==> src/hw/bior_pkg.sv <==
// ==========================================================
// register map
package bior_pkg;
  localparam int ADDR_W = 5;
  localparam int DATA_W = 16;
  localparam int ROUTE_LEN = 56;
  localparam int NUM_CNT = 3;
  localparam int PORT_W = 4;

  localparam logic [4:0] OFS_DIO = 5'h00;
  localparam logic [4:0] OFS_CONFIG_REG_ONE = 5'h02;
  localparam logic [4:0] OFS_CONFIG_REG_THREE = 5'h04;
  localparam logic [4:0] OFS_RT_SHIFT = 5'h06;
  localparam logic [4:0] OFS_RT_STROBE = 5'h07;
  localparam logic [4:0] OFS_CNT_CMD = 5'h09;
  localparam logic [4:0] OFS_CNT_STAT1 = 5'h10;
  localparam logic [4:0] OFS_CNT_STAT2 = 5'h11;
  localparam logic [4:0] OFS_CNT_STAT3 = 5'h12;

  // ==========================================================
  // field positions
  localparam int CONFIG_REG_ONE_PAGE_BIT = 0;
  localparam int CONFIG_REG_THREE_PORT_A_EN_BIT = 0;
  localparam int CONFIG_REG_THREE_PORT_B_EN_BIT = 1;
  localparam int ROUTE_BIT_POS = 0;
  localparam int PORT_A_LSB = 0;
  localparam int PORT_B_LSB = 4;

  // ==========================================================
  // reset values and command codes
  localparam logic [7:0] CONFIG_REG_ONE_RST = 8'h00;
  localparam logic [7:0] CONFIG_REG_THREE_RST = 8'h00;
  localparam logic [7:0] DOUT_RST = 8'h00;
  localparam logic [ROUTE_LEN-1:0] ROUTE_RST = 56'h0;
  localparam logic [1:0] CMD_SEL_READBACK = 2'h3;
  localparam logic [1:0] CMD_ACC_LATCH = 2'h0;

  // ==========================================================
  // carriers
  typedef struct packed {
    logic [1:0] sel;
    logic [1:0] access;
    logic [2:0] mode;
    logic bcd;
  } bior_cmd_type;

  typedef struct packed {
    logic out_level;
    logic null_count;
    logic [1:0] access;
    logic [2:0] mode;
    logic bcd;
  } bior_status_type;

  localparam bior_status_type STATUS_RST = 8'h00;
endpackage

==> src/hw/bior_route_chain.sv <==
`timescale 1ns/1ps
// ==========================================================
// routing shift chain and active switch control
module bior_route_chain (
  input wire logic clock_i,
  input wire logic srst_i,
  input wire logic shift_wr_i,
  input wire logic serial_bit_i,
  input wire logic strobe_wr_i,
  output logic [bior_pkg::ROUTE_LEN-1:0] switch_ctrl_o
);
  logic [bior_pkg::ROUTE_LEN-1:0] chain_r;

  always_ff @(posedge clock_i) begin
    if (srst_i) begin
      chain_r <= bior_pkg::ROUTE_RST;
    end else if (shift_wr_i) begin
      chain_r <= {chain_r[bior_pkg::ROUTE_LEN-2:0], serial_bit_i};
    end
  end

  // whole pattern moves at once so the switch never sees a half load
  always_ff @(posedge clock_i) begin
    if (srst_i) begin
      switch_ctrl_o <= bior_pkg::ROUTE_RST;
    end else if (strobe_wr_i) begin
      switch_ctrl_o <= chain_r;
    end
  end
endmodule

==> src/hw/bior_cnt_status.sv <==
`timescale 1ns/1ps
// ==========================================================
// counter programming copy and status latch
module bior_cnt_status (
  input wire logic clock_i,
  input wire logic srst_i,
  input wire logic cmd_wr_i,
  input wire bior_pkg::bior_cmd_type cmd_i,
  input wire logic [bior_pkg::NUM_CNT-1:0] out_level_i,
  input wire logic [bior_pkg::NUM_CNT-1:0] null_count_i,
  input wire logic [bior_pkg::NUM_CNT-1:0] take_i,
  output bior_pkg::bior_status_type [bior_pkg::NUM_CNT-1:0] status_o
);
  bior_pkg::bior_status_type [bior_pkg::NUM_CNT-1:0] prog_r;
  logic [bior_pkg::NUM_CNT-1:0] held_r;
  logic [bior_pkg::NUM_CNT-1:0] capture;
  logic is_rb;

  assign is_rb = cmd_wr_i && cmd_i.sel == bior_pkg::CMD_SEL_READBACK;

  // counter mask sits in the mode field of a read-back word
  always_comb begin
    for (int i = 0; i < bior_pkg::NUM_CNT; i++) begin
      capture[i] = is_rb && !cmd_i.access[0] && cmd_i.mode[i] && (!held_r[i] || take_i[i]);
    end
  end

  // latch commands leave the programmed copy untouched
  always_ff @(posedge clock_i) begin
    if (srst_i) begin
      prog_r <= {bior_pkg::NUM_CNT{bior_pkg::STATUS_RST}};
    end else if (cmd_wr_i && cmd_i.sel != bior_pkg::CMD_SEL_READBACK
                 && cmd_i.access != bior_pkg::CMD_ACC_LATCH) begin
      prog_r[cmd_i.sel].access <= cmd_i.access;
      prog_r[cmd_i.sel].mode <= cmd_i.mode;
      prog_r[cmd_i.sel].bcd <= cmd_i.bcd;
    end
  end

  // first latch wins until read; a new latch in the read cycle is kept
  always_ff @(posedge clock_i) begin
    if (srst_i) begin
      held_r <= '0;
      status_o <= {bior_pkg::NUM_CNT{bior_pkg::STATUS_RST}};
    end else begin
      for (int i = 0; i < bior_pkg::NUM_CNT; i++) begin
        if (capture[i]) begin
          held_r[i] <= 1'b1;
          status_o[i] <= {out_level_i[i], null_count_i[i], prog_r[i].access,
                          prog_r[i].mode, prog_r[i].bcd};
        end else if (take_i[i]) begin
          held_r[i] <= 1'b0;
        end
      end
    end
  end
endmodule

==> src/hw/bior_board_io_regs.sv <==
// Added by the designer: the strobed register port.
`timescale 1ns/1ps
// Summary of operation
// - a read-back word with its status-request bit low latches the status of each chosen counter not already holding an unread status.
// - the status byte holds output level, null flag, access copy, mode copy and decimal flag.
// - status bits 5 and 4 copy the access select last programmed for that counter.
// - each write to the shift register moves data bit 0 into the 56-bit chain, other bits unused.
// - any write to the strobe register copies the chain into the switch control, data unused.
// - shift at 06 and strobe at 07 decode only while the page bit is set.
// - reading the input register gives port B levels in bits 7-4 and port A in bits 3-0.
// - writing the output register stores bits 7-4 for port B and bits 3-0 for port A.
// - port B lines are driven only while the port B drive enable is set.
// - port A lines are driven only while the port A drive enable is set.
// - with the page bit clear, offset 00 is the input register on reads, output on writes.
module bior_board_io_regs (
  input wire logic clock_i,
  input wire logic srst_i,
  input wire logic [bior_pkg::ADDR_W-1:0] addr_i,
  input wire logic [bior_pkg::DATA_W-1:0] wdata_i,
  input wire logic wr_i,
  input wire logic rd_i,
  output logic [bior_pkg::DATA_W-1:0] rdata_o,
  input wire logic [bior_pkg::PORT_W-1:0] port_a_lines_i,
  output logic [bior_pkg::PORT_W-1:0] port_a_lines_o,
  output logic [bior_pkg::PORT_W-1:0] port_a_lines_oe_o,
  input wire logic [bior_pkg::PORT_W-1:0] port_b_lines_i,
  output logic [bior_pkg::PORT_W-1:0] port_b_lines_o,
  output logic [bior_pkg::PORT_W-1:0] port_b_lines_oe_o,
  input wire logic [bior_pkg::NUM_CNT-1:0] cnt_out_level_i,
  input wire logic [bior_pkg::NUM_CNT-1:0] cnt_null_count_i,
  output logic [bior_pkg::ROUTE_LEN-1:0] switch_ctrl_o
);
  // ==========================================================
  // declarations
  logic [7:0] config_reg_one_r;
  logic [7:0] config_reg_three_r;
  logic [2*bior_pkg::PORT_W-1:0] lines_meta_r;
  logic [2*bior_pkg::PORT_W-1:0] lines_sync_r;
  logic [bior_pkg::NUM_CNT-1:0] cnt_meta_r;
  logic [bior_pkg::NUM_CNT-1:0] cnt_sync_r;
  logic [bior_pkg::NUM_CNT-1:0] stat_take;
  logic [bior_pkg::DATA_W-1:0] rdata_nxt;
  bior_pkg::bior_status_type [bior_pkg::NUM_CNT-1:0] cnt_status;
  logic register_page_select;
  logic port_a_drive_enable;
  logic port_b_drive_enable;
  logic dio_wr;
  logic dio_rd;
  logic shift_wr;
  logic strobe_wr;
  logic cmd_wr;

  // ==========================================================
  // address decode
  function automatic logic hit(input logic [bior_pkg::ADDR_W-1:0] addr,
                               input logic [bior_pkg::ADDR_W-1:0] ofs,
                               input logic strobe);
    hit = strobe && (addr == ofs);
  endfunction

  assign register_page_select = config_reg_one_r[bior_pkg::CONFIG_REG_ONE_PAGE_BIT];
  assign port_a_drive_enable = config_reg_three_r[bior_pkg::CONFIG_REG_THREE_PORT_A_EN_BIT];
  assign port_b_drive_enable = config_reg_three_r[bior_pkg::CONFIG_REG_THREE_PORT_B_EN_BIT];

  assign dio_wr = hit(addr_i, bior_pkg::OFS_DIO, wr_i) && !register_page_select;
  assign dio_rd = hit(addr_i, bior_pkg::OFS_DIO, rd_i) && !register_page_select;
  assign shift_wr = hit(addr_i, bior_pkg::OFS_RT_SHIFT, wr_i) && register_page_select;
  assign strobe_wr = hit(addr_i, bior_pkg::OFS_RT_STROBE, wr_i) && register_page_select;
  assign cmd_wr = hit(addr_i, bior_pkg::OFS_CNT_CMD, wr_i);

  assign stat_take[0] = hit(addr_i, bior_pkg::OFS_CNT_STAT1, rd_i);
  assign stat_take[1] = hit(addr_i, bior_pkg::OFS_CNT_STAT2, rd_i);
  assign stat_take[2] = hit(addr_i, bior_pkg::OFS_CNT_STAT3, rd_i);

  // ==========================================================
  // pin synchronisers
  // lines change at any time relative to the bus clock
  always_ff @(posedge clock_i) begin
    if (srst_i) begin
      lines_meta_r <= '0;
      lines_sync_r <= '0;
    end else begin
      lines_meta_r <= {port_b_lines_i, port_a_lines_i};
      lines_sync_r <= lines_meta_r;
    end
  end

  always_ff @(posedge clock_i) begin
    if (srst_i) begin
      cnt_meta_r <= '0;
      cnt_sync_r <= '0;
    end else begin
      cnt_meta_r <= cnt_out_level_i;
      cnt_sync_r <= cnt_meta_r;
    end
  end

  // ==========================================================
  // configuration registers
  always_ff @(posedge clock_i) begin
    if (srst_i) begin
      config_reg_one_r <= bior_pkg::CONFIG_REG_ONE_RST;
    end else if (hit(addr_i, bior_pkg::OFS_CONFIG_REG_ONE, wr_i)) begin
      config_reg_one_r <= wdata_i[7:0];
    end
  end

  always_ff @(posedge clock_i) begin
    if (srst_i) begin
      config_reg_three_r <= bior_pkg::CONFIG_REG_THREE_RST;
    end else if (hit(addr_i, bior_pkg::OFS_CONFIG_REG_THREE, wr_i)) begin
      config_reg_three_r <= wdata_i[7:0];
    end
  end

  // ==========================================================
  // digital output latch and drivers
  always_ff @(posedge clock_i) begin
    if (srst_i) begin
      port_a_lines_o <= bior_pkg::DOUT_RST[bior_pkg::PORT_A_LSB +: bior_pkg::PORT_W];
      port_b_lines_o <= bior_pkg::DOUT_RST[bior_pkg::PORT_B_LSB +: bior_pkg::PORT_W];
    end else if (dio_wr) begin
      port_a_lines_o <= wdata_i[bior_pkg::PORT_A_LSB +: bior_pkg::PORT_W];
      port_b_lines_o <= wdata_i[bior_pkg::PORT_B_LSB +: bior_pkg::PORT_W];
    end
  end

  // enables follow the config register so they switch with the write
  always_ff @(posedge clock_i) begin
    if (srst_i) begin
      port_a_lines_oe_o <= '0;
      port_b_lines_oe_o <= '0;
    end else if (hit(addr_i, bior_pkg::OFS_CONFIG_REG_THREE, wr_i)) begin
      port_a_lines_oe_o <= {bior_pkg::PORT_W{wdata_i[bior_pkg::CONFIG_REG_THREE_PORT_A_EN_BIT]}};
      port_b_lines_oe_o <= {bior_pkg::PORT_W{wdata_i[bior_pkg::CONFIG_REG_THREE_PORT_B_EN_BIT]}};
    end
  end

  // ==========================================================
  // routing switch
  // chain length and strobe order are left to software
  bior_route_chain u_route (
    .clock_i(clock_i),
    .srst_i(srst_i),
    .shift_wr_i(shift_wr),
    .serial_bit_i(wdata_i[bior_pkg::ROUTE_BIT_POS]),
    .strobe_wr_i(strobe_wr),
    .switch_ctrl_o(switch_ctrl_o)
  );

  // ==========================================================
  // counter status
  bior_cnt_status u_cnt (
    .clock_i(clock_i),
    .srst_i(srst_i),
    .cmd_wr_i(cmd_wr),
    .cmd_i(bior_pkg::bior_cmd_type'(wdata_i[7:0])),
    .out_level_i(cnt_sync_r),
    .null_count_i(cnt_null_count_i),
    .take_i(stat_take),
    .status_o(cnt_status)
  );

  // ==========================================================
  // read data
  // unmapped and write-only offsets read as zero
  always_comb begin
    rdata_nxt = '0;
    if (dio_rd) begin
      rdata_nxt = {8'h00, lines_sync_r};
    end else if (hit(addr_i, bior_pkg::OFS_CONFIG_REG_ONE, rd_i)) begin
      rdata_nxt = {8'h00, config_reg_one_r};
    end else if (hit(addr_i, bior_pkg::OFS_CONFIG_REG_THREE, rd_i)) begin
      rdata_nxt = {8'h00, config_reg_three_r};
    end else if (stat_take[0]) begin
      rdata_nxt = {8'h00, cnt_status[0]};
    end else if (stat_take[1]) begin
      rdata_nxt = {8'h00, cnt_status[1]};
    end else if (stat_take[2]) begin
      rdata_nxt = {8'h00, cnt_status[2]};
    end
  end

  always_ff @(posedge clock_i) begin
    if (srst_i) begin
      rdata_o <= '0;
    end else begin
      rdata_o <= rdata_nxt;
    end
  end
endmodule

==> config.mk <==
export PLATFORM = sky130hd
export DESIGN_NAME = bior_board_io_regs
export DESIGN_NICKNAME = d
export VERILOG_FILES = /design/src/hw/bior_pkg.sv /design/src/hw/bior_route_chain.sv /design/src/hw/bior_cnt_status.sv /design/src/hw/bior_board_io_regs.sv
export SDC_FILE = /design/constraint.sdc
export NUM_CORES = 1
export LEC_CHECK = 0
export ABC_CLOCK_PERIOD_IN_PS = 2050
export BUFFER_PORTS_ARGS = -buffer_cell sky130_fd_sc_hd__buf_2
export CAP_MARGIN = 20
export CORE_MARGIN = 2
export CORE_UTILIZATION = 35
export DETAILED_ROUTE_END_ITERATION = 8
export PLACE_DENSITY = 0.67
export SLEW_MARGIN = 20
export SYNTH_ARGS = -nofsm -noshare
export SYNTH_HDL_FRONTEND = slang
export SYNTH_SLANG_ARGS = --single-unit
==> constraint.sdc <==
create_clock -name clock_i -period 2.05 [get_ports clock_i]
set_clock_uncertainty 0.15 [all_clocks]
set_input_delay 0.3075 -clock clock_i [delete_from_list [all_inputs] [get_ports clock_i]]
set_output_delay 0.3075 -clock clock_i [all_outputs]
set_load 0.05 [all_outputs]
**Word level (Yosys, flattened, before mapping)**

Cells that the tools add are included.

- Bits in registers: 227
- Bits of input ports: 39
- Output and inout bits: 88

- Order comparisons: 2
- Eq/ne operators: 10
- Multiplexer cells: 21
- Reductions and logical operators: 41

Operators with widths:

| cell | number |
|---|---|
| 24-bit bitwise mux | 3 |
| 8-bit demux with 2-bit select | 3 |
| 8-bit 2-to-1 mux | 6 |
| 1-bit logical AND | 27 |
| 5-bit by 3-bit equality test with 1-bit output, second input constant | 3 |
| 5-bit equality test, second input constant | 3 |
| 2-bit nonzero test | 4 |
| 1-bit 2-to-1 mux | 7 |
| 6-bit 2-to-1 mux | 1 |
| 6-bit OR reduction | 1 |
| 5-bit by 2-bit equality test with 1-bit output, second input constant | 1 |
| 5-bit by 4-bit equality test with 1-bit output, second input constant | 1 |
| 1-bit zero test | 5 |
| 5-bit zero test | 1 |
| 4-bit 2-to-1 mux | 1 |
| 1-bit logical OR | 3 |
| 2-bit by 3-bit less-than comparator with 1-bit output, second input constant | 1 |
| 2-bit equality test, second input constant | 1 |
| 2-bit by 1-bit >= comparator with 1-bit output, second input constant | 1 |
| 2-bit != test, second input constant | 1 |

**Logic depth before layout (Yosys ltp)**

Gate-level depths: netlist of run 1.

- Depth after elaboration: 8
- Gate-level depth with buffers: 7
- Depth with buffers taken out: 4

**Modules after synthesis**

A second synthesis of run 1 with hierarchy kept.

- Cell total of the unflattened synthesis: 770
- Area total of the unflattened synthesis: 8215.4 um^2

Modules (own cells, without submodules):

| module | instances | cells an instance | area an instance (um^2) | seq. area each (um^2) |
|---|---|---|---|---|
| bior_route_chain | 1 | 360 | 4037.6 | 2242.2 |
| bior_board_io_regs | 1 | 231 | 2288.4 | 1081.0 |
| bior_cnt_status | 1 | 179 | 1889.3 | 900.9 |

**Least setup slack after synthesis of run 1**

OpenSTA, ideal clock, no wires.

- Path type: input port to flip-flop
- From: input addr_i[2] (netlist name)
- To: register u_cnt.status_o[19] (netlist name)
- Arrival time: 1.834 ns
- Data required time: 1.768 ns
- Path slack: -0.066 ns
- Cell stages on the path: 6
- Cell sequence: or4b_4 -> buf_6 -> or4_4 -> buf_6 -> o21ai_1 -> a21oi_1

- Cells in the longest elaborated chain, start to end: 6
- Elaborated cells between the ends (all ways): 9

Ends and longest elaborated chain:

| element | RTL line | source |
|---|---|---|
| start: declaration | bior_board_io_regs.sv:18 | `input wire logic [bior_pkg::ADDR_W-1:0] addr_i,` |
| 5-bit by 4-bit equality test with 1-bit output | bior_board_io_regs.sv:58 | `hit = strobe && (addr == ofs);` |
| 1-bit logical AND | bior_board_io_regs.sv:58 |  |
| 1-bit logical AND | bior_cnt_status.sv:19 | `assign is_rb = cmd_wr_i && cmd_i.sel == bior_pkg::CMD_SEL_READBACK;` |
| 1-bit logical AND (2 in a row) | bior_cnt_status.sv:24 | `capture[i] = is_rb && !cmd_i.access[0] && cmd_i.mode[i] && (!held_r[i] \|\| take_i[i]);` |
| 1-bit logical AND * | bior_cnt_status.sv:24 |  |
| end signal: assignment | bior_cnt_status.sv:44 | `status_o <= {bior_pkg::NUM_CNT{bior_pkg::STATUS_RST}};` |
| end signal: indexed assignment | bior_cnt_status.sv:49 | `status_o[i] <= {out_level_i[i], null_count_i[i], prog_r[i].access,` |
| end: declaration | bior_cnt_status.sv:12 | `output bior_pkg::bior_status_type [bior_pkg::NUM_CNT-1:0] status_o` |

Mark *: on every way between the ends. The rest lies on a longest branch, timed or not.
A chain may end at the register's enable or synchronous reset.

**Worst setup path in the final report of run 1**

- From: register config_reg_one_r[0]
- To: register port_a_lines_o[1] (netlist name)

- Cells in the longest elaborated chain, start to end: 2

Ends and longest elaborated chain:

| element | RTL line | source |
|---|---|---|
| start: declaration | bior_board_io_regs.sv:35 | `logic [7:0] config_reg_one_r;` |
| start signal: assignment | bior_board_io_regs.sv:102 | `config_reg_one_r <= bior_pkg::CONFIG_REG_ONE_RST;` |
| start signal: assignment | bior_board_io_regs.sv:104 | `config_reg_one_r <= wdata_i[7:0];` |
| 1-bit zero test | bior_board_io_regs.sv:65 | `assign dio_wr = hit(addr_i, bior_pkg::OFS_DIO, wr_i) && !register_page_select;` |
| 1-bit logical AND | bior_board_io_regs.sv:65 |  |
| end signal: assignment | bior_board_io_regs.sv:120 | `port_a_lines_o <= bior_pkg::DOUT_RST[bior_pkg::PORT_A_LSB +: bior_pkg::PORT_W];` |
| end signal: assignment | bior_board_io_regs.sv:123 | `port_a_lines_o <= wdata_i[bior_pkg::PORT_A_LSB +: bior_pkg::PORT_W];` |
| end: declaration | bior_board_io_regs.sv:24 | `output logic [bior_pkg::PORT_W-1:0] port_a_lines_o,` |

Every way passes these cells.

==> results by stage, run 1 <==
Yosys:
- The synthesized netlist devotes 0% of its cell area to adder and majority cells.
- By area the synthesized netlist is led by sky130_fd_sc_hd__dfxtp_1 54%, sky130_fd_sc_hd__nand2_1 12%, sky130_fd_sc_hd__a21oi_1 9.5%, sky130_fd_sc_hd__mux2i_1 4.8%, sky130_fd_sc_hd__clkbuf_1 2.8%.
- The cell taking the most area after synthesis is sky130_fd_sc_hd__dfxtp_1.
- The synthesized design contains 211 register bits.
- The share of the Yosys chip area taken by registers is 53.68%.
- The xor-xnor portion of the synthesized cell area is 0%.
- The mapped netlist covers 0.007869 mm2.
- The most common flop cell mapped by yosys is sky130_fd_sc_hd__dfxtp_1.
- The synthesized netlist cell count is roughly 920.
- In the synthesized netlist the async set-or-reset flop fraction comes to 0%.
- In this run, distinct cell masters in the synthesized netlist total 44.
- The compound-gate portion of the synthesized area is 14.29%.
- The combinational family with the most area after synthesis is simple AND/OR/NAND/NOR gates.
- The count of warnings emitted by yosys is 0.
- Summed over its instances, the top area cell type makes up 53.68% of the synthesized netlist area.
- After Yosys synthesis, and, or, nand and nor cells account for between 20% and 30% of the synthesized area.
- The synthesized design contains 0 enable-type register cells.
- The fraction of synthesized area in multiplexers is 4.834%.
- Averaged over all synthesized cells, the footprint is 8.534 um2.

Die:
- From bottom edge to top edge, the die measures about 150 um.
- The floorplan step set the die width to 153.9 um.
- After floorplanning, the core was sized to cover 0.02196 mm2.
- The floorplan has 54 rows.
- In this run the count of I/O pins placed on the die edge is 127.
- For this configuration, the core starts out at a cell density of between 30% and 40%.
- The die covers 0.02370 mm2.

Critical path:
- The highest net fanout along the worst path is 8.
- Among all stages on the critical path, the largest delay is contributed by sky130_fd_sc_hd__or3_1.
- The highest cell delay on the worst timing path is 0.49 ns.
- For the worst setup path, the data required time is around 2.3 ns.
- The kind of critical path is register to register.
- The critical path goes through or3_1 > or2_2 > mux2i_1 > nor2_1.
- The type of element launching the critical path is a register.
- Counting cells, the worst reg-to-reg path comes to 4.
- STA classifies the critical path endpoint as a register.
- The arrival time of the worst setup path is between 2 and 2.5 ns.

Power:
- Power spread over the standard cell area amounts to 881.1 mW/mm2.
- The clock network burns between 40% and 50% of the power.
- Cell internal power was estimated by the tool at just under 7 mW.
- The share of total power dissipated in combinational logic is 4.2%.
- The part of the total power dissipated in sequential elements is 48.2%.
- The worst-case vdd ir drop is 0.4244 mV.
- The analysis attributes to cell leakage a power of 3.689 nW.
- The fraction of power spent switching nets is a little over a fifth.
- The switching component of the power is 1.846 mW.

Timing:
- The worst path needs 1.793 ns of the cycle, external delays included.
- Setup repair after global routing left no endpoint under its margin.
- In the finished design, the share of the clock period the worst path needs comes to 87.47%.
- After layout, the worst setup slack is about 0.26 ns.
- The highest attainable clock frequency is 557.7 MHz.
- The final-report max-slew violation count is 0.
- For the pin with the worst max-slew slack, the measured transition is 0.7827 ns.
- The relative slew slack is 47.58%.
- The setup-violating endpoint count in the final report is 0.
- Hold is met by roughly 0.015 ns.
- The final hold violation count was 0.

Global route:
- The maximum number of pins on one net before global-route repair is 57.
- The number of antenna violations at the first check in global routing is 0.
- For this run, the total global-route usage over all layers was measured as between 15 and 20%.
- The via count of the first global-routing pass was 5987.
- Global routing finished with a remaining overflow of 0.
- The first global-routing pass estimated 30110 um of wire.

Clock network:
- The number of buffers created by CTS is 23.
- The longest clock path from root to sink contains 3 buffers.
- After clock tree synthesis, the clock-pin slew on the worst setup and hold paths is 0.06 ns.
- In this run the post-CTS setup repair buffer count came out at 0.
- The count of clock tree sinks is 211.
- TritonCTS built the clock tree.
- In this run the number of H-tree levels came out at 1.
- The master cell of the clock root buffer is sky130_fd_sc_hd__clkbuf_16.
- The later pin in the worst-skew pair is clocked with a latency of 0.52 ns.

Drt:
- After the first detailed-routing iteration, the DRC count stood at 496.
- After detailed routing, the number of remaining DRC violations is 0.
- Using the TritonRoute via totals, the vias-per-cell ratio works out to 4.842.
- The pre-antenna-repair detailed-routing pass consisted of 4 iterations.
- The remaining antenna violation count after routing is 0.
- After detailed routing, the average wire length per cell comes to 13.80 um.
- The number of vias after detailed routing is roughly 6.5k.
- The sum of routed wire length over all layers is 18390 um.

Finish:
- The library cell used most frequently in the layout, excluding fill and tap cells, is sky130_fd_sc_hd__nand2_1.
- The top cell types in the final layout, fill and taps aside, are 251 x sky130_fd_sc_hd__nand2_1, 211 x sky130_fd_sc_hd__dfxtp_1, 150 x sky130_fd_sc_hd__a21oi_1.
- Of the cells placed in the final design, the portion with a size suffix greater than 1 is 18.90%.
- The number of nets at the end of the flow is 1076.
- The repair_antennas step left the layout with diodes totalling 0.
- The count of filler cells inserted in the layout is between 2k and 2.5k.
- Compared with the post-synthesis result, the final layout area differs by 23.76%.
- The area of all placed cells without fillers is 0.009738 mm2.

Min path:
- The number of cells traversed by the worst hold path is 2.
- The path class of the tightest hold or removal check is primary input to register.

Place:
- Routability-driven placement finished with a final weighted congestion of 0.7695.
- The wire-length estimate of the detail-placed layout is 12330 um.
- The setup slack after placement is -0.1653 ns.
- The quantity of I/O buffers inserted on ports is 110.
- The total placed instance area is 0.008792 mm2.

Flow run:
- The count of max-cap constraint violations is 0.

Run status:
- The run finished with clean final reports.
layer usage:
| layer | GRT usage, % | vias to the layer above | routed length, um |
|---|---|---|---|
| met5 | 0 | - | 0 |
| met4 | 4.984 | 0 | 442 |
| met3 | 2.424 | 27 | 939 |
| met2 | 23.92 | 154 | 8182 |
| met1 | 21.40 | 2984 | 8828 |
| li1 | - | 3290 | - |
cells in the mapped netlist, types with 4 or more instances:
cell and n:
sky130_fd_sc_hd__mux2i_1 38, sky130_fd_sc_hd__nor2b_1 26, sky130_fd_sc_hd__buf_4 16, sky130_fd_sc_hd__o22ai_1 4, sky130_fd_sc_hd__nand3_1 33, sky130_fd_sc_hd__dfxtp_1 211, sky130_fd_sc_hd__a21oi_1 150, sky130_fd_sc_hd__a22oi_1 8
sky130_fd_sc_hd__nor4_4 4, sky130_fd_sc_hd__nor3_1 4, sky130_fd_sc_hd__nor2_1 39, sky130_fd_sc_hd__a31oi_1 6, sky130_fd_sc_hd__nand2_1 251, sky130_fd_sc_hd__buf_6 5, sky130_fd_sc_hd__o2bb2ai_1 8, sky130_fd_sc_hd__o21ai_0 4
sky130_fd_sc_hd__o21ai_1 19, sky130_fd_sc_hd__clkbuf_1 59
timing repair:
| action | in CTS | in global routing |
|---|---|---|
| endpoints found under the hold margin | 20 | 0 |
| setup endpoints to repair | 0 | 0 |
| hold buffers | 19 | 0 |
| resized for setup | 0 | 0 |
cell families after synthesis:
logic type | after synthesis
buffers and inverters | 87
and+or+nand+nor | 378
muxes | 38
DFF | 211
other | 1
AOI/OAI and AO/OA | 207
cell type report:
class | count | area (um2) | share of cell area (%)
Clock buffer | 35 | 660.6 | 6.784
Clock inverter | 6 | 95.09 | 0.9765
Inverter | 1 | 3.754 | 0.03855
Multi-Input combinational cell | 631 | 3244 | 33.32
Sequential cell | 211 | 4224 | 43.38
Tap cell | 280 | 350.3 | 3.598
Timing Repair Buffer | 169 | 1160 | 11.91
power by group through the flow:
| stage | sequential, mW | clock (mW) | combinational, mW |
|---|---|---|---|
| after global routing | 4.13 | 4.37 | 0.385 |
| after CTS | 4.13 | 4.21 | 0.358 |
| after global placement | 4.22 | 0 | 0.328 |
| after detailed placement | 4.22 | 0 | 0.329 |
| after floorplan | 4.23 | 0 | 0.206 |
| final | 4.13 | 4.09 | 0.356 |
state kept, by name, summed over array words and instances (netlist names), 4 cells and up:
register,cells
lines_meta_r,8
port_a_lines_o,4
rdata_o,8
config_reg_one_r,8
lines_sync_r,8
port_b_lines_o,4
u_cnt.status_o,24
u_cnt.prog_r,18
config_reg_three_r,8
u_route.switch_ctrl_o,56
u_route.chain_r,56
through the flow:
stage          std cells  util (%)  total power [mW]  setup TNS, ns
2_1_floorplan        929         -             4.434         -1.250
3_3_place_gp        1273     40.04             4.551         -3.590
3_5_place_dp        1273     40.04             4.553         -4.050
4_1_cts             1333     44.35             8.700              0
5_1_grt             1333     44.35             8.890              0
6_report            1333     44.35             8.580              0
worst max-delay path: cells and delay by family, from the launching register on:
family | cells | cell delay (ns)
mux | 1 | 0.18
flops | 1 | 0.36
simple gates | 3 | 0.98
worst paths after layout:
check,startpoint,slack (ns),to
min,srst_i,0.01,u_cnt.held_r[1]
min reg2reg,lines_meta_r[3],0.28,lines_sync_r[3]
max reg2reg,config_reg_one_r[0],0.26,port_a_lines_o[1]
max,config_reg_one_r[0],0.26,port_a_lines_o[1]
Power figures use the tool's default switching activity.
==> run 2: changes to the inputs <==
- CTS_CLUSTER_DIAMETER: default -> 150
- MAX_ROUTING_LAYER: default -> met4
==> results by stage, run 2 (synthesis results as in run 1) <==
Run status:
- The flow ran to the end, and the final reports show no timing, DRC or antenna violations.

Timing:
- Setup repair after global routing left no endpoint under its margin.
- The final hold violation count is 0 (unchanged).
- The relative slew slack is 47.26% (-0.32 points).
- The post-route clock period utilization came to 87.50% (about the same).
- The total negative setup slack is 0 ns (unchanged).
- The highest attainable clock frequency is 557.5 MHz (about the same).
- The setup-violating endpoint count in the final report is 0 (unchanged).
- The worst-margin pin slew is 0.7875 ns (+0.004832 ns).
- The worst-case hold slack is 0.01666 ns (+0.001693 ns).
- The shortest clock period the worst path allows after layout is 1.794 ns (+0.0006380 ns).
- The final-report max-slew violation count is 0 (unchanged).

Finish:
- The area growth from synthesis to layout is 23.76% (unchanged).
- The number of antenna repair diodes is 0 (unchanged).
- The count of filler cells inserted in the layout is 2155 (unchanged).
- Leaving out fill and tap cells, the most frequent cells in the layout are 251 x sky130_fd_sc_hd__nand2_1, 211 x sky130_fd_sc_hd__dfxtp_1, 150 x sky130_fd_sc_hd__a21oi_1.
- The library cell used most frequently in the layout, excluding fill and tap cells, is sky130_fd_sc_hd__nand2_1.
- The number of nets at the end of the flow is 1076 (unchanged).
- The area of all placed cells without fillers is 0.009738 mm2 (unchanged).
- The final cell utilization of the core is 44.35% (unchanged).
- The largest registers in the layout are u_route.chain_r: 56 flops, u_route.switch_ctrl_o: 56 flops, u_cnt.status_o: 24 flops.
- The fraction of layout cells with a size suffix above 1 came to 18.90% (unchanged).

Clock network:
- The clock transition time at the flip-flop clock pins of the worst setup and hold paths came to 0.06 ns (about the same).
- The number of post-CTS setup repair buffers was 0 (unchanged).
- The clock tree from TritonCTS is built.
- The total number of H-tree levels is 1 (unchanged).
- The buffer depth of the longest clock path is 3 (unchanged).
- The hold buffer count at CTS was 19 (unchanged).
- The master cell of the clock root buffer is sky130_fd_sc_hd__clkbuf_16.
- The quantity of gates resized following cts came to 0 (unchanged).
- The later-pin clock latency in the skew report is 0.52 ns (about the same).
- The count of clock tree sinks came to 211 (unchanged).
- The number of buffers created by CTS came to 23 (unchanged).

Die:
- The chip width is 153.9 um (unchanged).
- The number of I/O pins was 127 (unchanged).
- The placeable core area is 0.02196 mm2 (unchanged).
- The row count is 54 (unchanged).
- The vertical die dimension is 153.9 um (unchanged).
- The floorplan die area is 0.02370 mm2 (unchanged).
- The effective utilization at floorplan is 35.83% (unchanged).

Global route:
- The maximum number of pins on one net before global-route repair was 57 (unchanged).
- The global-route wire length before repair is 30140 um (about the same).
- The via count of the first global-routing pass came to 5970 (-0.28%).
- The global route total overflow is 0 (unchanged).
- The number of antenna violations at the first check in global routing is 0 (unchanged).
- The total routing usage reported by global routing was 15.71% (+0.49 points).

Drt:
- The met2 layer wire length in the routed design is 8242 um (+0.73%).
- The number of vias after detailed routing is 6478 (+0.36%).
- The remaining antenna violation count after routing came to 0 (unchanged).
- The met1 layer wirelength in the final routing is 8812 um (-0.18%).
- The number of detailed-routing iterations run before antenna repair is 4 (unchanged).
- The initial DRC count is 449 (-9.5%).
- The final routed DRC violation total is 0 (unchanged).
- The sum of routed wire length over all layers is 18410 um (about the same).
- The detailed-route wire length per cell is 13.81 um (about the same).
- The top layer reached by signal wires is met4.
- The via-per-instance ratio is 4.860 (+0.36%).
- The routed length on met3 is 908 um (-3.3%).

Critical path:
- The number of cells on the worst reg-to-reg path is 4 (unchanged).
- The type of element launching the critical path is a register.
- The library cell contributing the largest single delay on the critical path is sky130_fd_sc_hd__or3_1.
- The required time reported for the critical path endpoint was 2.29 ns (about the same).
- By startpoint and endpoint, the worst setup path is classified as register to register.
- The highest net fanout along the worst path came to 8 (unchanged).
- The arrival time of the worst setup path is 2.03 ns (about the same).
- The signal on the critical path passes through or3_1 > or2_2 > mux2i_1 > nor2_1.
- The count of cell instances traversed by the critical path came to 4 (unchanged).
- STA classifies the critical path endpoint as a register.
- The number of buffer and inverter instances along the worst setup path is 0 (unchanged).
- The family with the most delay on the worst path is simple AND/OR/NAND/NOR gates.
- The highest cell delay on the worst timing path is 0.49 ns (about the same).

Place:
- The quantity of I/O buffers inserted on ports is 110 (unchanged).
- The total placed instance area is 0.008792 mm2 (unchanged).
- The HPWL reported at the end of detailed placement is 12330 um (unchanged).
- The final weighted congestion in routability-driven placement is 0.7798 (+1.3%).

Flow run:
- The count of max-cap constraint violations is 0 (unchanged).

Power:
- The fraction of power consumed by combinational cells came to 4.2% (about the same).
- The fraction of power spent switching nets is 21.55% (+0.041 points).
- The power share of the clock group was 47.7% (about the same).
- The switching component of the power is 1.850 mW (+0.24%).
- The leakage power figure is 3.689 nW (unchanged).
- The power per unit of standard cell area is 881.5 mW/mm2 (about the same).
- The part of the total power dissipated in sequential elements was 48.2% (about the same).
- The worst-case vdd ir drop is 0.4248 mV (about the same).
- The internal portion of total power is 6.734 mW (about the same).

Min path:
- The number of cells traversed by the worst hold path came to 2 (unchanged).
- The path class of the tightest hold or removal check is primary input to register.
[run 2: final cells by class]
| cell class | count | area (um2) | area share [%] |
|---|---|---|---|
| inverter | 1 | 3.754 | 0.03855 |
| sequential | 211 | 4224 | 43.38 |
| timing repair buffer | 169 | 1160 | 11.91 |
| clock inverter | 6 | 95.09 | 0.9765 |
| multi-input combinational | 631 | 3244 | 33.32 |
| clock buffer | 35 | 660.6 | 6.784 |
| tap | 280 | 350.3 | 3.598 |
[run 2: routing by layer]
layer  GRT usage, %  vias up
met2          23.85      158
li1               -     3291
met3          2.227       29
met5              -        -
met4          4.984        0
met1          21.66     3000
[run 2: path summary, 6_finish.rpt]
| kind | from | end | slack, ns |
|---|---|---|---|
| worst max register to register | config_reg_one_r[0] | port_a_lines_o[1] | 0.26 |
| worst min register to register | lines_meta_r[3] | lines_sync_r[3] | 0.28 |
| worst min-delay path | srst_i | config_reg_one_r[0] | 0.02 |
| worst max-delay path | config_reg_one_r[0] | port_a_lines_o[1] | 0.26 |
[run 2: power groups by stage]
stage	Clock, mW	Combinational [mW]	Sequential, mW
2_1_floorplan	0	0.206	4.23
3_3_place_gp	0	0.328	4.22
3_5_place_dp	0	0.329	4.22
4_1_cts	4.21	0.358	4.13
5_1_grt	4.37	0.386	4.13
6_report	4.09	0.357	4.13
[run 2: through the flow]
step	setup WS, ns	instances	total power, mW
final	0.2562	1333	8.584
after floorplan	-0.06585	929	4.434
after CTS	0.2410	1333	8.700
after global routing	0.1633	1333	8.892
after global placement	-0.1620	1273	4.551
after detailed placement	-0.1653	1273	4.553
==> run 3: changes to the inputs <==
- BUFFER_PORTS_ARGS: -buffer_cell sky130_fd_sc_hd__buf_2 -> default
- CELL_PAD_IN_SITES_DETAIL_PLACEMENT: default -> 1
- CELL_PAD_IN_SITES_GLOBAL_PLACEMENT: default -> 2
- CORE_UTILIZATION: 35 -> 34
- DONT_BUFFER_PORTS: default -> 1
- PLACE_DENSITY: 0.67 -> 0.86
==> results by stage, run 3 (synthesis results as in run 1) <==
Drt:
- The number of vias after detailed routing came to 6712 (+3.6%).
- The remaining antenna violation count after routing is 0 (unchanged).
- The via-per-instance ratio is 5.054 (+4.0%).
- The detailed-route wire length per cell came to 16.79 um (+22%).
- The initial DRC count is 316 (-30%).
- The number of detailed-routing iterations run before antenna repair was 5 (+1).
- The sum of routed wire length over all layers came to 22300 um (+21%).
- The final routed DRC violation total is 0 (unchanged).

Timing:
- The slack of the critical path is -0.05947 ns (-0.3157 ns).
- The setup-violating endpoint count in the final report is 14 (+14).
- The total negative setup slack is -0.4065 ns (-0.4065 ns).
- The highest attainable clock frequency is 474.1 MHz (-15%).
- The final-report max-slew violation count came to 0 (unchanged).
- The relative slew slack is 57.72% (+10 points).
- The worst-margin pin slew came to 0.6343 ns (-0.1532 ns).
- The shortest clock period the worst path allows after layout is 2.109 ns (+0.3157 ns).
- The worst-case hold slack is -0.2313 ns (-0.2480 ns).
- The post-route clock period utilization was 102.9% (+15 points).
- Setup repair after global routing could not meet its margin everywhere.
- The final hold violation count is 93 (+93).

Place:
- The HPWL reported at the end of detailed placement is 12250 um (-0.59%).
- The setup slack after placement is -0.03659 ns (+0.1287 ns).
- The quantity of I/O buffers inserted on ports is 0 (-100%).
- The number of cells in the design after placement is 1155 (-9.3%).
- The total placed instance area is 0.008084 mm2 (-8.1%).
- The final weighted congestion in routability-driven placement is 0.8019 (+2.8%).

Die:
- The number of I/O pins was 127 (unchanged).
- The chip width was 156.1 um (+1.4%).
- The effective utilization at floorplan is 34.65% (-1.2 points).
- The vertical die dimension is 156.1 um (+1.4%).
- The row count is 55 (+1.9%).
- The floorplan die area came to 0.02438 mm2 (+2.9%).
- The placeable core area is 0.02271 mm2 (+3.4%).

Min path:
- The class of the most critical hold timing path is primary input to register.
- The number of cells traversed by the worst hold path is 1 (-1).
- The critical hold path startpoint is srst_i.
- The path with the worst hold slack has its endpoint at u_route.chain_r[48].

Critical path:
- The required time reported for the critical path endpoint came to 2.29 ns (about the same).
- The number of cells on the worst reg-to-reg path is 6 (+2).
- In this run the critical register-to-register path is launched from config_reg_one_r[0].
- The worst setup slack for register-to-register paths was 0.06 ns (-0.20 ns).
- The arrival time of the worst setup path is 2.35 ns (+0.32 ns).
- The highest net fanout along the worst path is 24 (+16).
- The type of element launching the critical path is a primary input.
- STA classifies the critical path endpoint as a register.
- The end of the worst register-to-register path is u_route.switch_ctrl_o[36].
- The kind of critical path is primary input to register.

Global route:
- The maximum number of pins on one net before global-route repair is 212 (+270%).
- The global-route wire length before repair is 34360 um (+14%).
- The via count of the first global-routing pass is 6570 (+10%).
- The global route total overflow is 0 (unchanged).
- The total routing usage reported by global routing is 17.75% (+2.0 points).
- The number of antenna violations at the first check in global routing is 0 (unchanged).

Finish:
- The fraction of layout cells with a size suffix above 1 came to 8.629% (-10 points).
- From synthesis to final layout, the design area changed by 31.09%.
- In the layout the commonest cells are 251 x sky130_fd_sc_hd__nand2_1, 209 x sky130_fd_sc_hd__dfxtp_1, 150 x sky130_fd_sc_hd__a21oi_1.
- The number of antenna repair diodes was 0 (unchanged).
- The number of nets at the end of the flow is 1064 (-1.1%).
- The final cell utilization of the core is 45.42% (+1.1 points).
- The most common cell after layout, fill and taps aside is sky130_fd_sc_hd__nand2_1.
- The area of all placed cells without fillers came to 0.01031 mm2 (+5.9%).
- The count of filler cells inserted in the layout is 2631 (+22%).
- The largest registers in the layout are u_route.chain_r: 56 flops, u_route.switch_ctrl_o: 56 flops, u_cnt.status_o: 24 flops.
- The number of standard cells in the layout, taps in and fillers out is 1328 (-0.38%).

Clock network:
- The total number of H-tree levels is 1 (unchanged).
- The clock transition time at the flip-flop clock pins of the worst setup and hold paths is 0.06 ns (about the same).
- TritonCTS built the clock tree.
- The buffer depth of the longest clock path is 3 (unchanged).
- The master cell of the clock root buffer is sky130_fd_sc_hd__clkbuf_16.
- The number of buffers created by CTS was 24 (+4.3%).
- The count of clock tree sinks is 211 (unchanged).
- The later-pin clock latency in the skew report was 0.51 ns (about the same).

Power:
- The leakage power figure is 3.889 nW (+5.4%).
- The part of the total power dissipated in sequential elements is 46.0% (-2.2 points).
- The fraction of power consumed by combinational cells came to 2.2% (-2.0 points).
- The internal portion of total power was 7.134 mW (+5.9%).
- The fraction of power spent switching nets is 20.75% (-0.80 points).
- The switching component of the power was 1.868 mW (+0.96%).
- The total chip power is 9.002 mW (+4.9%).
- The worst-case vdd ir drop is 0.4999 mV (+18%).
- The power per unit of standard cell area was 872.7 mW/mm2 (-1.0%).
- The power share of the clock group is 51.8% (+4.1 points).

Run status:
- The flow ran to the end, but the final reports show violations.
- The final reports fail on hold timing, setup timing.

Flow run:
- The count of max-cap constraint violations is 0 (unchanged).
==> run 3: changes by cell type in the layout (fill, tap and decap cells not counted), sizes merged <==
cell	before	now
clkinvlp	0	4
bufinv	2	4
dlygate4sd3	19	125
clkinv	3	2
buf	150	28
dlymetal6s4s	0	1
==> run 3: power groups by stage <==
stage	Combinational, mW	Clock [mW]	Sequential [mW]
3_3_place_gp	0.143	0	4.23
5_1_grt	0.211	4.94	4.14
6_report	0.197	4.66	4.14
4_1_cts	0.177	4.78	4.14
2_1_floorplan	0.206	0	4.23
3_5_place_dp	0.145	0	4.23
==> run 3: critical path, cell delays in order <==
cell	delay, ns
sky130_fd_sc_hd__or4b_4	0.52
sky130_fd_sc_hd__or4_4	0.66
sky130_fd_sc_hd__o21ai_1	0.21
sky130_fd_sc_hd__a21oi_1	0.08
sky130_fd_sc_hd__dlygate4sd3_1	0.55
==> run 3: worst max path at each step <==
stage          startpoint  cells past startpoint                 end  slack, ns
2_1_floorplan   addr_i[2]                      6  u_cnt.status_o[19]      -0.07
3_3_place_gp    addr_i[2]                      4   u_cnt.status_o[3]      -0.03
3_5_place_dp    addr_i[2]                      4   u_cnt.status_o[6]      -0.04
4_1_cts         addr_i[2]                      5   u_cnt.status_o[9]       0.01
5_1_grt         addr_i[2]                      5  u_cnt.status_o[12]      -0.08
6_report        addr_i[2]                      5  u_cnt.status_o[16]      -0.06
==> run 3: layout make-up <==
cell class,instances,area (um2),area share (%)
Clock buffer,33,704.4,6.829
Clock inverter,11,180.2,1.747
Inverter,1,3.754,0.03639
Multi-Input combinational cell,631,3246,31.47
Sequential cell,211,4227,40.98
Tap cell,285,356.6,3.457
Timing Repair Buffer,156,1598,15.49
==> run 3: repair_timing <==
item / in CTS / in global routing
buffers inserted: 0 / 1
resized for setup: 0 / 9
setup endpoints to repair: 0 / 52
hold endpoints to repair: 211 / 114
hold buffers: 97 / 29
==> run 3: layer usage <==
layer	global-route usage (%)	up-vias	routed length, um
li1	-	3271	-
met5	-	-	0
met3	3.333	31	1167
met2	28.53	139	10310
met1	23.36	3271	10430
met4	3.888	0	384
